**config.mk**
```make
export PLATFORM = sky130hd
export DESIGN_NAME = fsr_regs
export DESIGN_NICKNAME = d
export VERILOG_FILES = /design/src/core/fsr_pkg.sv /design/src/core/fsr_regs.sv /design/src/core/fsr_sync.sv /design/src/core/fsr_axil.sv
export VERILOG_INCLUDE_DIRS = /design/src /design/src/core
export SDC_FILE = /design/constraint.sdc
export NUM_CORES = 1
export LEC_CHECK = 0
export ABC_AREA = 1
export BUFFER_PORTS_ARGS = -buffer_cell sky130_fd_sc_hd__buf_4
export CORE_ASPECT_RATIO = 0.9
export CORE_MARGIN = 2
export CORE_UTILIZATION = 45
export CTS_CLUSTER_SIZE = 8
export DETAILED_ROUTE_END_ITERATION = 8
export GPL_TIMING_DRIVEN = 0
export MAX_ROUTING_LAYER = met4
export PLACE_DENSITY_LB_ADDON = 0.15
export SYNTH_ARGS = -nofsm -noshare
export SYNTH_HDL_FRONTEND = slang
export SYNTH_SLANG_ARGS = --single-unit
export TNS_END_PERCENT = 1
```
**constraint.sdc**
```tcl
create_clock -name clk_sys -period 4.8 [get_ports clk_sys]
set_input_delay 0.72 -clock clk_sys [delete_from_list [all_inputs] [get_ports clk_sys]]
set_output_delay 0.72 -clock clk_sys [all_outputs]
set_load 0.02 [all_outputs]
```
**src/core/fsr_map.svh**
```systemverilog
`ifndef FSR_MAP_SVH
`define FSR_MAP_SVH
// Register indices; byte address is four times the index
`define FSR_IDX_SRA 10'h3F0
`define FSR_IDX_SRB 10'h3F1
`define FSR_IDX_DOR 10'h3F2
`define FSR_IDX_TDR 10'h3F3
`define FSR_IDX_DIR 10'h3F7
// Drive output register fields
`define FSR_DOR_SEL_LO 0
`define FSR_DOR_NRST 2
`define FSR_DOR_DMA_PIN_ENABLE 3
`define FSR_DOR_MTR_LO 4
// Reset values and the status B reserved bits
`define FSR_DOR_RST 8'h00
`define FSR_TDR_RST 2'h0
`define FSR_SRB_RSVD 2'h3
// Bus answers
`define FSR_RESP_OKAY 2'h0
`define FSR_RESP_SLVERR 2'h2
// Timing
`define FSR_CLK_NS 40
`define FSR_SRST_MIN_NS 100
`define FSR_SRST_CYC ((`FSR_SRST_MIN_NS + `FSR_CLK_NS - 1) / `FSR_CLK_NS)
`endif

```
**src/core/fsr_pkg.sv**
```systemverilog
`include "fsr_map.svh"
package fsr_pkg;
	typedef enum logic [1:0] {
		FSR_MODE_AT = 2'h0,
		FSR_MODE_EXT = 2'h1,
		FSR_MODE_DMAG = 2'h2
	} fsr_mode_type;

	typedef struct packed {
		logic [11:0] awaddr;
		logic awvalid;
		logic [31:0] wdata;
		logic [3:0] wstrb;
		logic wvalid;
		logic bready;
		logic [11:0] araddr;
		logic arvalid;
		logic rready;
	} fsr_axi_req_type;

	typedef struct packed {
		logic awready;
		logic wready;
		logic [1:0] bresp;
		logic bvalid;
		logic arready;
		logic [31:0] rdata;
		logic [1:0] rresp;
		logic rvalid;
	} fsr_axi_rsp_type;

	typedef struct packed {
		logic rd;
		logic [9:0] rd_idx;
		logic wr;
		logic [9:0] wr_idx;
		logic [7:0] wdata;
	} fsr_acc_type;

	typedef struct packed {
		logic aw_got;
		logic w_got;
		logic wen;
		logic [9:0] awidx;
		logic [7:0] wdata;
		logic bvalid;
		logic [1:0] bresp;
		logic rvalid;
		logic [1:0] rresp;
		logic [7:0] rdata;
	} fsr_bus_st_type;

	typedef struct packed {
		logic [1:0] s1;
		logic [1:0] s2;
	} fsr_sync_st_type;

	typedef struct packed {
		logic [7:0] drive_output_control;
		logic [1:0] tape;
		logic step_ff;
		logic wg_ff;
		logic rd_ff;
		logic wd_ff;
		logic rd_tog;
		logic wd_tog;
		logic step_prev;
		logic wg_prev;
		logic rd_prev;
		logic wd_prev;
		logic [1:0] srst_cnt;
	} fsr_regs_st_type;

	function automatic logic fsr_is_mapped(input logic [9:0] idx);
		fsr_is_mapped = (idx == `FSR_IDX_SRA) || (idx == `FSR_IDX_SRB) ||
			(idx == `FSR_IDX_DOR) || (idx == `FSR_IDX_TDR) || (idx == `FSR_IDX_DIR);
	endfunction : fsr_is_mapped
endpackage : fsr_pkg

```
**src/core/fsr_regs.sv**
```systemverilog
// Added by the designer: the AXI4-Lite interface to the registers.
`timescale 1ns/1ns
`default_nettype none
module fsr_regs import fsr_pkg::*; (
	input wire logic clk_sys,
	input wire logic rst,
	input wire fsr_axi_req_type axi_req,
	output fsr_axi_rsp_type axi_rsp,
	input wire fsr_mode_type mode,
	input wire logic step_out,
	input wire logic dma_req,
	input wire logic controller_irq,
	input wire logic write_gate_out,
	input wire logic write_data,
	input wire logic read_data_n,
	input wire logic second_drive_present_n,
	output logic [3:0] motor_out_n,
	output logic [3:0] drive_select_n,
	output logic soft_reset,
	output logic dma_req_pin,
	output logic dma_req_oe,
	output logic irq_pin,
	output logic irq_pin_oe,
	output logic dma_in_en
);
	fsr_regs_st_type st;
	fsr_regs_st_type next_st;
	fsr_acc_type acc;
	logic [7:0] acc_rdata;
	logic [1:0] pin_sync;
	logic read_data_s;
	logic second_drive_present_n_s;
	logic [3:0] sel;
	logic step_rise;
	logic wg_rise;
	logic rd_inact;
	logic wd_inact;
	logic dir_read;
	logic pin_en;

	// Gated one-hot drive select, active high
	function automatic logic [3:0] fsr_sel_decode(input logic [7:0] drive_output_control);
		fsr_sel_decode = (4'h1 << drive_output_control[1:0]) & drive_output_control[7:4];
	endfunction : fsr_sel_decode

	fsr_axil u_bus (
		.clk_sys(clk_sys),
		.rst(rst),
		.axi_req(axi_req),
		.axi_rsp(axi_rsp),
		.acc(acc),
		.acc_rdata(acc_rdata)
	);

	fsr_sync u_sync (
		.clk_sys(clk_sys),
		.rst(rst),
		.pin_in({read_data_n, second_drive_present_n}),
		.pin_sync(pin_sync)
	);

	assign read_data_s = pin_sync[1];
	assign second_drive_present_n_s = pin_sync[0];
	assign sel = fsr_sel_decode(st.drive_output_control);
	assign step_rise = step_out && !st.step_prev;
	assign wg_rise = write_gate_out && !st.wg_prev;
	// Read data pin is active low, so its inactive edge is the rising one
	assign rd_inact = read_data_s && !st.rd_prev;
	assign wd_inact = !write_data && st.wd_prev;
	assign dir_read = acc.rd && (acc.rd_idx == `FSR_IDX_DIR);

	always_comb begin
		next_st = st;
		next_st.step_prev = step_out;
		next_st.wg_prev = write_gate_out;
		next_st.rd_prev = read_data_s;
		next_st.wd_prev = write_data;
		// Clear first, so that an edge in the same cycle wins
		if (dir_read || soft_reset) begin
			next_st.step_ff = 1'b0;
		end
		if (dir_read) begin
			next_st.wg_ff = 1'b0;
			next_st.rd_ff = 1'b0;
			next_st.wd_ff = 1'b0;
		end
		if (step_rise) begin
			next_st.step_ff = 1'b1;
		end
		if (wg_rise) begin
			next_st.wg_ff = 1'b1;
		end
		if (rd_inact) begin
			next_st.rd_ff = 1'b1;
			next_st.rd_tog = !st.rd_tog;
		end
		if (wd_inact) begin
			next_st.wd_ff = 1'b1;
			next_st.wd_tog = !st.wd_tog;
		end
		// Not touched by soft reset; only the hard reset clears these
		if (acc.wr && (acc.wr_idx == `FSR_IDX_DOR)) begin
			next_st.drive_output_control = acc.wdata;
		end
		if (acc.wr && (acc.wr_idx == `FSR_IDX_TDR)) begin
			next_st.tape = acc.wdata[1:0];
		end
		// Stretch keeps a quick 0-then-1 pair long enough for the core
		if (!st.drive_output_control[`FSR_DOR_NRST]) begin
			next_st.srst_cnt = 2'(`FSR_SRST_CYC);
		end else if (st.srst_cnt != 2'h0) begin
			next_st.srst_cnt = st.srst_cnt - 2'h1;
		end
	end

	always_ff @(posedge clk_sys or posedge rst) begin
		if (rst) begin
			st <= '0;
			st.drive_output_control <= `FSR_DOR_RST;
			st.tape <= `FSR_TDR_RST;
			// Read data idles high, so no inactive edge is seen after reset
			st.rd_prev <= 1'b1;
		end else begin
			st <= next_st;
		end
	end

	// Read data, registered by the bus slave
	always_comb begin
		acc_rdata = 8'h00;
		unique case (acc.rd_idx)
			`FSR_IDX_SRA: begin
				case (mode)
					FSR_MODE_DMAG: begin
						acc_rdata = {controller_irq, dma_req, st.step_ff, 5'h00};
					end
					FSR_MODE_EXT: begin
						acc_rdata = {controller_irq, 7'h00};
					end
					default: begin
						acc_rdata = 8'h00;
					end
				endcase
			end
			`FSR_IDX_SRB: begin
				case (mode)
					FSR_MODE_EXT: begin
						acc_rdata = {`FSR_SRB_RSVD, st.drive_output_control[`FSR_DOR_SEL_LO],
							st.wd_tog, st.rd_tog, write_gate_out,
							st.drive_output_control[`FSR_DOR_MTR_LO + 1], st.drive_output_control[`FSR_DOR_MTR_LO]};
					end
					FSR_MODE_DMAG: begin
						acc_rdata = {second_drive_present_n_s, !sel[1], !sel[0], st.wd_ff,
							st.rd_ff, st.wg_ff, !sel[3], !sel[2]};
					end
					default: begin
						acc_rdata = 8'h00;
					end
				endcase
			end
			`FSR_IDX_DOR: begin
				acc_rdata = st.drive_output_control;
			end
			`FSR_IDX_TDR: begin
				acc_rdata = {6'h00, st.tape};
			end
			default: begin
				acc_rdata = 8'h00;
			end
		endcase
	end

	assign soft_reset = !st.drive_output_control[`FSR_DOR_NRST] || (st.srst_cnt != 2'h0);
	assign motor_out_n = ~st.drive_output_control[7:4];
	assign drive_select_n = ~sel;
	// Mode is a strap, so extended mode keeps pins live through every reset
	assign pin_en = (mode == FSR_MODE_EXT) || st.drive_output_control[`FSR_DOR_DMA_PIN_ENABLE];
	assign dma_req_pin = dma_req;
	assign irq_pin = controller_irq;
	assign dma_req_oe = pin_en;
	assign irq_pin_oe = pin_en;
	assign dma_in_en = pin_en;
endmodule : fsr_regs
`default_nettype wire

```
**src/core/fsr_sync.sv**
```systemverilog
`timescale 1ns/1ns
`default_nettype none
module fsr_sync import fsr_pkg::*; (
	input wire logic clk_sys,
	input wire logic rst,
	input wire logic [1:0] pin_in,
	output logic [1:0] pin_sync
);
	fsr_sync_st_type st;
	fsr_sync_st_type next_st;

	// First stage feeds only the second stage
	always_comb begin
		next_st.s1 = pin_in;
		next_st.s2 = st.s1;
	end

	always_ff @(posedge clk_sys or posedge rst) begin
		if (rst) begin
			// Both pins idle high; resetting low would fake an edge at release
			st <= '1;
		end else begin
			st <= next_st;
		end
	end

	assign pin_sync = st.s2;
endmodule : fsr_sync
`default_nettype wire

```
**src/core/fsr_axil.sv**
```systemverilog
`timescale 1ns/1ns
`default_nettype none
module fsr_axil import fsr_pkg::*; (
	input wire logic clk_sys,
	input wire logic rst,
	input wire fsr_axi_req_type axi_req,
	output fsr_axi_rsp_type axi_rsp,
	output fsr_acc_type acc,
	input wire logic [7:0] acc_rdata
);
	fsr_bus_st_type st;
	fsr_bus_st_type next_st;
	logic aw_take;
	logic w_take;
	logic ar_take;

	always_comb begin
		aw_take = axi_req.awvalid && !st.aw_got && !st.bvalid;
		w_take = axi_req.wvalid && !st.w_got && !st.bvalid;
		ar_take = axi_req.arvalid && !st.rvalid;
		acc.rd = ar_take;
		acc.rd_idx = axi_req.araddr[11:2];
		// Only byte lane 0 carries register data
		acc.wr = st.aw_got && st.w_got && st.wen;
		acc.wr_idx = st.awidx;
		acc.wdata = st.wdata;
		next_st = st;
		if (aw_take) begin
			next_st.aw_got = 1'b1;
			next_st.awidx = axi_req.awaddr[11:2];
		end
		if (w_take) begin
			next_st.w_got = 1'b1;
			next_st.wdata = axi_req.wdata[7:0];
			next_st.wen = axi_req.wstrb[0];
		end
		if (st.aw_got && st.w_got) begin
			next_st.aw_got = 1'b0;
			next_st.w_got = 1'b0;
			next_st.bvalid = 1'b1;
			next_st.bresp = fsr_is_mapped(st.awidx) ? `FSR_RESP_OKAY : `FSR_RESP_SLVERR;
		end else if (st.bvalid && axi_req.bready) begin
			next_st.bvalid = 1'b0;
		end
		if (ar_take) begin
			next_st.rvalid = 1'b1;
			next_st.rdata = fsr_is_mapped(acc.rd_idx) ? acc_rdata : 8'h00;
			next_st.rresp = fsr_is_mapped(acc.rd_idx) ? `FSR_RESP_OKAY : `FSR_RESP_SLVERR;
		end else if (st.rvalid && axi_req.rready) begin
			next_st.rvalid = 1'b0;
		end
	end

	always_ff @(posedge clk_sys or posedge rst) begin
		if (rst) begin
			st <= '0;
		end else begin
			st <= next_st;
		end
	end

	always_comb begin
		axi_rsp.awready = !st.aw_got && !st.bvalid;
		axi_rsp.wready = !st.w_got && !st.bvalid;
		axi_rsp.bresp = st.bresp;
		axi_rsp.bvalid = st.bvalid;
		axi_rsp.arready = !st.rvalid;
		axi_rsp.rdata = {24'h000000, st.rdata};
		axi_rsp.rresp = st.rresp;
		axi_rsp.rvalid = st.rvalid;
	end
endmodule : fsr_axil
`default_nettype wire

```
**Yosys cells after proc, flatten, opt, wreduce, memory -nomap -nowiden**

Cells that the tools add are included.

- Reduce and logical (&&, ||, !) cells: 53
- Eq/ne operators: 13
- Bitwise gates (word level): 3
- Add/sub/neg operators: 1
- Muxes and demuxes: 21
- Shift-type cells: 1

Operators with widths:

| cell | count |
|---|---|
| $eq A10 B10 Y1 const B | 10 |
| $pmux W8 S2 | 2 |
| $pmux W8 S4 | 1 |
| $logic_and A1 B1 Y1 | 18 |
| $reduce_bool A2 Y1 | 9 |
| $logic_not A1 Y1 | 15 |
| $mux W2 | 6 |
| $logic_or A1 B1 Y1 | 11 |
| $mux W1 | 10 |
| $mux W8 | 1 |
| $not A4 Y4 | 2 |
| $and A4 B4 Y4 | 1 |
| $shl A1 B2 Y4 const A | 1 |
| $mux W3 | 1 |
| $eq A2 B1 Y1 const B | 1 |
| $eq A2 B2 Y1 const B | 1 |
| $ne A2 B1 Y1 const B | 1 |
| $sub A2 B1 Y2 const B | 1 |

- Logic and storage cells: 117
- Register bits: 61
- Input port bits: 76

**Longest topological paths before layout**

Gate-level depths: netlist of the first run.

- Word-level depth: 6
- Gate-level depth with buffers: 9

**Hierarchy**

A second synthesis of the first run with hierarchy kept.

- Cell total of the unflattened synthesis: 438
- Area, all modules: 3533.4 um^2

Modules (own cells, without submodules):

| module | area each (um^2) | instances | seq. area each (um^2) | cells each |
|---|---|---|---|---|
| fsr_axil | 1976.9 | 1 | 825.8 | 243 |
| fsr_regs | 1447.6 | 1 | 551.8 | 190 |
| fsr_sync | 108.9 | 1 | 105.1 | 5 |

**Least setup slack after synthesis of the first run**

Ideal clock, no wire load.

- Path kind: input -> output
- From: in mode[1]
- To: out dma_req_oe
- Arrival: 1.495 ns
- Path slack: 2.585 ns
- Stages: 4
- Cell sequence: inv_1 -> ha_1 -> or2_2 -> buf_4

- Longest elaborated chain between the ends: 2

RTL lines:

| element | line | text |
|---|---|---|
| start: declaration | fsr_regs.sv:9 | `input wire fsr_mode_type mode,` |
| $eq A2 B1 Y1 | fsr_regs.sv:177 | `` assign pin_en = (mode == FSR_MODE_EXT) \|\| st.drive_output_control[`FSR_DOR_DMA_PIN_ENABLE]; `` |
| $logic_or A1 B1 Y1 | fsr_regs.sv:177 |  |
| end: declaration | fsr_regs.sv:21 | `output logic dma_req_oe,` |

No other way between the ends.

**Final worst setup path of the first run**

- From: in mode[0]
- To: out dma_req_oe

Same word-level chain as after synthesis.

==> Flow_metrics.wiki, run 1 <==
{| class="wikitable"
! Metric !! Value
|-
| Critical path data required time || 4080 ps
|-
| Core Box Area || 6550 sq um
|-
| Clock tree from TritonCTS || done
|-
| Number of vias after detailed routing || 2490
|-
| Maximum number of pins on one net before global-route repair || 33
|-
| Total gr overflow || 0
|-
| Layout Skew || 8.00 ps
|-
| DP Cell Count || 535
|-
| Via count of the first global-routing pass || 2237
|-
| Total global routing track utilization || 18.3%
|-
| Number of max-cap violations || 0
|-
| Area of the multi-input gates || 1150 sq um
|-
| Insertion delay to the later sink of the worst-skew pair || 330 ps
|-
| Mean Syn Cell Area || 8.78 sq um
|-
| Net total in the final layout || 535
|-
| Number of I/O pins || 131
|-
| Final worst-path setup slack || 2360 ps
|-
| Initial DRT Pass Iterations || 5
|-
| Sink count of the clock tree || 59
|-
| Number of synthesized register bits || 59
|-
| Post-placement worst setup slack || 2360 ps
|-
| Area Overhead vs Synth || 31.7%
|-
| Max-slew violation count || 0
|-
| Layout cell share with drive strength beyond 1 || 35.4%
|-
| Die outline width || 90.6 microns
|-
| Worst setup SP type || input port
|-
| Worst-Margin Slew || 603 ps
|-
| Maximum level of the CTS H-tree || 3
|-
| Leading cell types by total area after synthesis || sky130_fd_sc_hd__dfrtp_1 44%, sky130_fd_sc_hd__buf_4 10%, sky130_fd_sc_hd__nand2_1 10%
|-
| Number of buffers inserted for hold repair after clock tree synthesis || 0
|-
| Critical path endpoint category || output port
|-
| Total cell area at the placement stage || 3810 sq um
|-
| CTS clock-pin slew for the worst setup and hold paths || 60 ps
|-
| Number of hold violations in the final report || 0
|-
| Top-area cell type share of the netlist area || 44.5%
|-
| Die height || 81.9 microns
|-
| Largest vdd supply drop || 0.297 mV
|-
| Mean routed wirelength per cell || 11.2 microns
|-
| Placed wire-length estimate after detailed placement || 4780 microns
|-
| Die ar. || 7420 sq um
|-
| Final ANT Viol Nets || 0
|-
| Final non-filler cell area || 4000 sq um
|-
| Critical-path maximum fanout || 7
|-
| Number of buffers inserted to repair setup after CTS || 0
|-
| Detailed-route DRC error count || 0
|-
| Static Leak || 2.19 nW
|-
| Global placement routability congestion || 0.845
|-
| Count of distinct cell types in the synthesized netlist || 27
|-
| Crit path DAT || 1720 ps
|-
| Setup repair after global routing missed its margin || no
|-
| Inserted Diodes || 0
|-
| Post-CTS Resized || 0
|-
| Detail-routed via count per cell || 4.52
|-
| Warning count from the yosys run || 0
|-
| Synth Instances || 346
|-
| Sequential-to-total area share from yosys stat || 48.8%
|-
| Post-synthesis cell type with the largest combined area || sky130_fd_sc_hd__dfrtp_1
|-
| Initial drt markers || 126
|-
| CTS Root Buffer Type || sky130_fd_sc_hd__clkbuf_8
|-
| Time the final worst path needs with I/O delays and setup || 2440 ps
|-
| Power density relative to cell area || 367 nW/um^2
|-
| Result of the run || finished, final reports clean
|-
| Hold crit path type || reg -> reg
|-
| First-pass GRT wire length || 10200 microns
|-
| Row count || 28
|-
| Setup-failing EPs final || 0
|-
| Non-Filler Instances || 551
|-
| Port buffer count || 73
|-
| Core Util, Final || 61.1%
|-
| Post-synthesis cell area || 3040 sq um
|-
| Final worst path period share || 50.9%
|-
| Total wire length || 6170 microns
|-
| Number of antenna violations at the first check in global routing || 0
|-
| Clock buffer count from CTS || 9
|-
| Starting density of the core || 46.4%
|-
| Achievable frequency || 410 MHz
|-
| Worst setup path class || in -> out
|-
| Fill count || 604
|-
| Rel. slew slack || 59.8%
|-
| Setup TNS after final layout || 0 ps
|-
| Flip-flop and latch area || 1480 sq um
|-
| Number of buffers between clock root and the deepest sink || 2
|}
## flip-flops by register name (all words and copies together), names as in the netlist
signal / flops
u_sync.next_st: 2
u_bus.acc: 18
st: 22
u_sync.pin_sync: 2
u_bus.axi_rsp: 12
u_bus.st: 3
## cell type report
class	count	area share, %
sequential	59	37.1
multi-input combinational	222	28.7
timing repair buffer	74	14.2
buffer	49	8.63
inverter	41	3.85
clock buffer	13	3.72
tap	90	2.82
clock inverter	3	1.00
## metrics by stage
stage / power, mW / hold WS, ps
after floorplan: 0.934 / 345
after global placement: 1.03 / 346
after detailed placement: 1.05 / 347
after CTS: 1.49 / 356
after global routing: 1.56 / 358
final: 1.47 / 355
## Yosys cell counts (all sizes together)
library cell  number
ha                 3
o211a              1
nor2              17
clkinv             1
o21ai             12
mux2              17
or2                1
buf               45
nor4               1
o22ai              4
dfstp              5
conb               1
nand4             15
nand2             87
dfrtp             54
xor2               2
o211ai             1
nand3             25
nor3               2
clkbuf             4
inv               40
a21oi              8
## cells by family (layout without fill, tap and decap cells)
logic type,count (synthesis),after routing,synth area share (%)
XOR/XNOR,2,2,0.577
other,1,26,0.123
flip-flops,59,59,48.8
multiplexers,17,17,6.30
buffers and inverters,90,180,16.4
AND/OR/NAND/NOR,148,148,21.8
AO/OA/AOI/OAI,26,26,4.70
adder cells (fa/ha/maj),3,3,1.24
## power breakdown
group,internal [mW],switching (mW),total (mW)
Combinational,0.179,0.179,0.358
Clock,0.253,0.183,0.436
Sequential,0.609,0.0662,0.675
Total,1.04,0.428,1.47
## per-layer routing
metal	routed length [microns]	up-vias	GRT usage, %
li1	-	1267	-
met5	0	-	-
met1	2850	1119	23.6
met2	2810	95	27.1
met3	435	9	4.50
met4	73	0	9.08
## placed cells by master (no fill, tap or decap)
| master | Yosys | final |
|---|---|---|
| sky130_fd_sc_hd__a21oi_1 | 8 | 8 |
| sky130_fd_sc_hd__buf_12 | 0 | 1 |
| sky130_fd_sc_hd__buf_2 | 3 | 3 |
| sky130_fd_sc_hd__buf_4 | 42 | 115 |
| sky130_fd_sc_hd__bufinv_16 | 0 | 1 |
| sky130_fd_sc_hd__clkbuf_1 | 4 | 7 |
| sky130_fd_sc_hd__clkbuf_8 | 0 | 10 |
| sky130_fd_sc_hd__clkinv_1 | 1 | 1 |
| sky130_fd_sc_hd__clkinv_2 | 0 | 2 |
| sky130_fd_sc_hd__conb_1 | 1 | 26 |
| sky130_fd_sc_hd__dfrtp_1 | 54 | 54 |
| sky130_fd_sc_hd__dfstp_2 | 5 | 5 |
| sky130_fd_sc_hd__ha_1 | 3 | 3 |
| sky130_fd_sc_hd__inv_1 | 38 | 37 |
| sky130_fd_sc_hd__inv_2 | 2 | 3 |
| sky130_fd_sc_hd__mux2_2 | 17 | 17 |
| sky130_fd_sc_hd__nand2_1 | 84 | 84 |
| sky130_fd_sc_hd__nand2_2 | 2 | 2 |
| sky130_fd_sc_hd__nand2_4 | 1 | 1 |
| sky130_fd_sc_hd__nand3_1 | 25 | 25 |
| sky130_fd_sc_hd__nand4_1 | 15 | 15 |
| sky130_fd_sc_hd__nor2_1 | 16 | 16 |
| sky130_fd_sc_hd__nor2_2 | 1 | 1 |
| sky130_fd_sc_hd__nor3_1 | 2 | 2 |
| sky130_fd_sc_hd__nor4_4 | 1 | 1 |
| sky130_fd_sc_hd__o211a_1 | 1 | 1 |
| sky130_fd_sc_hd__o211ai_1 | 1 | 1 |
| sky130_fd_sc_hd__o21ai_0 | 12 | 12 |
| sky130_fd_sc_hd__o22ai_1 | 4 | 4 |
| sky130_fd_sc_hd__or2_2 | 1 | 1 |
| sky130_fd_sc_hd__xor2_1 | 2 | 2 |
## path summary, 6_finish.rpt
path                                             start                      endpoint  slack, ps  depth (start not counted)
min                        u_sync.next_st[0]$_DFF_PP1_  u_sync.pin_sync[0]$_DFF_PP1_        350                          0
max                                            mode[0]                    dma_req_oe       2360                          5
max in group asynchronous                          rst               st[3]$_DFF_PP1_       3700                          3
min in group asynchronous                          rst     u_bus.acc[15]$_DFFE_PP0P_        470                          2
max reg2reg                   u_bus.st[34]$_DFFE_PP0P_            st[18]$_DFFE_PP0P_       3340                          7
min reg2reg                u_sync.next_st[0]$_DFF_PP1_  u_sync.pin_sync[0]$_DFF_PP1_        350                          0
## critical path, cell delays in order
cell and delay, ps:
sky130_fd_sc_hd__buf_4 120, sky130_fd_sc_hd__ha_1 270, sky130_fd_sc_hd__or2_2 330, sky130_fd_sc_hd__buf_4 140, sky130_fd_sc_hd__buf_4 140
Note: power is estimated with default switching activity, not from simulation.
==> inputs of run 2 (changes only) <==
ABC_AREA = 0   (was 1)
CORE_UTILIZATION = 43   (was 45)
clock period = 2 ns   (was 4.8 ns; I/O delays follow)
==> Flow_metrics.wiki, run 2 <==
{| class="wikitable"
! Metric !! Value
|-
| Clock tree from TritonCTS || done (unchanged)
|-
| Insertion delay to the later sink of the worst-skew pair || 330 ps (about the same)
|-
| Non-Filler Instances || 454 (was 551)
|-
| Post-synthesis cell type with the largest combined area || sky130_fd_sc_hd__dfrtp_1 (unchanged)
|-
| Global placement routability congestion || 0.746 (was 0.845)
|-
| Total global routing track utilization || 16.5% (was 18.3%)
|-
| Count of distinct cell types in the synthesized netlist || 47 (was 27)
|-
| Number of antenna violations at the first check in global routing || 0 (unchanged)
|-
| Die height || 82.7 microns (was 81.9 microns)
|-
| Largest vdd supply drop || 0.587 mV (was 0.297 mV)
|-
| Mean Syn Cell Area || 11.9 sq um (was 8.78 sq um)
|-
| Number of vias after detailed routing || 2062 (was 2490)
|-
| Number of buffers between clock root and the deepest sink || 2 (unchanged)
|-
| Top FF cell, synth || sky130_fd_sc_hd__dfrtp_1 (unchanged)
|-
| Setup repair after global routing missed its margin || no (unchanged)
|-
| Port buffer count || 72 (was 73)
|-
| Mean routed wirelength per cell || 12.5 microns (was 11.2 microns)
|-
| Max-slew violation count || 0 (unchanged)
|-
| Initial DRT Pass Iterations || 4 (was 5)
|-
| Total gr overflow || 0 (unchanged)
|-
| Most frequent cell after synthesis || sky130_fd_sc_hd__dfrtp_1 (was sky130_fd_sc_hd__nand2_1)
|-
| Total wire length || 5660 microns (was 6170 microns)
|-
| Crit path DAT || 1450 ps (was 1720 ps)
|-
| Detail-routed via count per cell || 4.54 (was 4.52)
|-
| Area Overhead vs Synth || 32.6% (was 31.7%)
|-
| Async set-or-reset flop fraction in the synthesized netlist || 100% (unchanged)
|-
| Via count of the first global-routing pass || 2045 (was 2237)
|-
| Sequential-to-total area share from yosys stat || 50.1% (was 48.8%)
|-
| Core Box Area || 6620 sq um (was 6550 sq um)
|-
| Power Total || 3.58 mW (was 1.47 mW)
|-
| Result of the run || finished, final reports clean (unchanged)
|-
| Row count || 28 (unchanged)
|-
| Die ar. || 7560 sq um (was 7420 sq um)
|-
| Layout Skew || 5.68 ps (was 8.00 ps)
|-
| Number of buffers inserted to repair setup after CTS || 0 (unchanged)
|-
| Critical path endpoint category || output port (unchanged)
|-
| Die outline width || 91.4 microns (was 90.6 microns)
|-
| Worst hold path stage count || 1 (was 0)
|-
| Number of I/O pins || 131 (unchanged)
|-
| Setup-failing EPs final || 0 (unchanged)
|-
| DP Cell Count || 437 (was 535)
|-
| CTS clock-pin slew for the worst setup and hold paths || 60 ps (about the same)
|-
| Post-placement worst setup slack || 233 ps (was 2360 ps)
|-
| Final worst path period share || 87.5%
|-
| Number of hold violations in the final report || 0 (unchanged)
|-
| Total cell area at the placement stage || 3730 sq um (was 3810 sq um)
|-
| Initial drt markers || 133 (was 126)
|-
| Warning count from the yosys run || 0 (unchanged)
|-
| Most used cells in the layout excluding fill and tap cells || 115 x sky130_fd_sc_hd__buf_4, 54 x sky130_fd_sc_hd__dfrtp_1, 31 x sky130_fd_sc_hd__mux2_2 (was 115 x sky130_fd_sc_hd__buf_4, 84 x sky130_fd_sc_hd__nand2_1, 54 x sky130_fd_sc_hd__dfrtp_1)
|-
| Largest register by flop count || st (unchanged)
|-
| Synth Instances || 249 (was 346)
|-
| Setup TNS after final layout || 0 ps (unchanged)
|-
| Number of max-cap violations || 0 (unchanged)
|-
| Sink count of the clock tree || 59 (unchanged)
|-
| Most used standard cells in the synthesized netlist || 54 x sky130_fd_sc_hd__dfrtp_1, 43 x sky130_fd_sc_hd__buf_4, 31 x sky130_fd_sc_hd__mux2_2 (was 84 x sky130_fd_sc_hd__nand2_1, 54 x sky130_fd_sc_hd__dfrtp_1, 42 x sky130_fd_sc_hd__buf_4)
|-
| Placed wire-length estimate after detailed placement || 4360 microns (was 4780 microns)
|-
| Worst setup SP type || input port (unchanged)
|-
| Flip-flop count of the largest register, all copies and words added || 22 (unchanged)
|-
| First-pass GRT wire length || 9440 microns (was 10200 microns)
|-
| Post-CTS Resized || 0 (unchanged)
|-
| Maximum level of the CTS H-tree || 3 (unchanged)
|-
| Leading cell types by total area after synthesis || sky130_fd_sc_hd__dfrtp_1 46%, sky130_fd_sc_hd__mux2_2 12%, sky130_fd_sc_hd__buf_4 11% (was sky130_fd_sc_hd__dfrtp_1 44%, sky130_fd_sc_hd__buf_4 10%, sky130_fd_sc_hd__nand2_1 10%)
|-
| Final non-filler cell area || 3930 sq um (was 4000 sq um)
|-
| Number of synthesized flops with an enable pin || 0 (unchanged)
|-
| Number of synthesized register bits || 59 (unchanged)
|-
| Layout cell share with drive strength beyond 1 || 50.3% (was 35.4%)
|-
| Net total in the final layout || 438 (was 535)
|-
| Detailed-route DRC error count || 0 (unchanged)
|-
| Critical-path maximum fanout || 9 (was 7)
|-
| Critical path data required time || 1700 ps (was 4080 ps)
|-
| Inserted Diodes || 0 (unchanged)
|-
| Starting density of the core || 44.7% (was 46.4%)
|-
| Final worst-path setup slack || 250 ps (was 2360 ps)
|-
| Final ANT Viol Nets || 0 (unchanged)
|-
| Worst setup path class || in -> out (unchanged)
|-
| CTS Root Buffer Type || sky130_fd_sc_hd__clkbuf_8 (unchanged)
|-
| Power density relative to cell area || 913 nW/um^2 (was 367 nW/um^2)
|-
| Achievable frequency || 571 MHz
|-
| Post-synthesis cell area || 2960 sq um (was 3040 sq um)
|-
| Time the final worst path needs with I/O delays and setup || 1750 ps
|-
| Maximum number of pins on one net before global-route repair || 42 (was 33)
|-
| Depth of the most critical reg-to-reg path || 4 (was 7)
|-
| Hold crit path type || in -> reg (was reg -> reg)
|-
| Clock buffer count from CTS || 9 (unchanged)
|-
| Top-area cell type share of the netlist area || 45.7% (was 44.5%)
|-
| Static Leak || 1.96 nW (was 2.19 nW)
|-
| Most common library cell in the layout ignoring fill and taps || sky130_fd_sc_hd__buf_4 (unchanged)
|}
-- run 2: cell count changes after synthesis, sizes merged, moves of 8 or more --
cell    previous run  this run
nand3             25         2
nand2b             0         8
nand2             87        11
mux2              17        32
nand4             15         3
nor2              17         4
inv               40        15
-- run 2: repair_timing --
item,4_1_cts,5_1_grt
setup endpoints to repair,0,0
hold buffers,1,0
hold endpoints to repair,15,0
-- run 2: layout make-up --
class | count | area [sq um]
Tap cell | 90 | 113
Clock inverter | 3 | 40.0
Timing Repair Buffer | 74 | 571
Inverter | 15 | 56.3
Multi-Input combinational cell | 151 | 1150
Clock buffer | 13 | 149
Buffer | 49 | 363
Fill cell | 562 | 2700
Sequential cell | 59 | 1480
-- run 2: kinds of logic after synthesis --
kind of cell,Yosys count,synth area share (%)
muxes,32,12.3
DFF,59,50.1
AOI/OAI and AO/OA,36,8.67
adders and majority gates,3,1.27
and+or+nand+nor,51,12.5
buffers and inverters,64,14.2
xor gates and xnor gates,3,0.888
other,1,0.127
-- run 2: through the flow --
stage                     hold slack, ps  utilization (%)
after floorplan                      304                -
after global placement               346             56.0
after detailed placement             331             56.3
after CTS                           58.5             59.3
after global routing                54.2             59.3
final                               70.5             59.3
-- run 2: metal layers --
layer	track usage, %	share of wire, %
met1	19.5	44
met2	26.6	47
met3	4.36	6.7
met4	7.73	1.6
met5	-	0
-- run 2: worst paths after layout --
kind / from / to / slack [ps]
setup / recovery: mode[0] / irq_pin_oe / 250
hold / removal: second_drive_present_n / u_sync.next_st[0]$_DFF_PP1_ / 70
setup reg to reg: u_bus.axi_rsp[0]$_DFFE_PP0P_ / st[11]$_DFFE_PP0P_ / 480
hold reg to reg: u_sync.next_st[1]$_DFF_PP1_ / u_sync.pin_sync[1]$_DFF_PP1_ / 360
max in group asynchronous: rst / u_sync.next_st[0]$_DFF_PP1_ / 870
min in group asynchronous: rst / st[5]$_DFF_PP0_ / 520
-- run 2: power by group --
part | internal [mW] | switching, mW
logic | 0.493 | 0.378
registers | 1.47 | 0.185
clock network | 0.607 | 0.456
-- run 2: worst max-delay path: stages --
cell,delay [ps]
sky130_fd_sc_hd__buf_4,110
sky130_fd_sc_hd__ha_1,180
sky130_fd_sc_hd__clkbuf_1,210
sky130_fd_sc_hd__or2_2,360
sky130_fd_sc_hd__buf_4,140
sky130_fd_sc_hd__buf_4,140
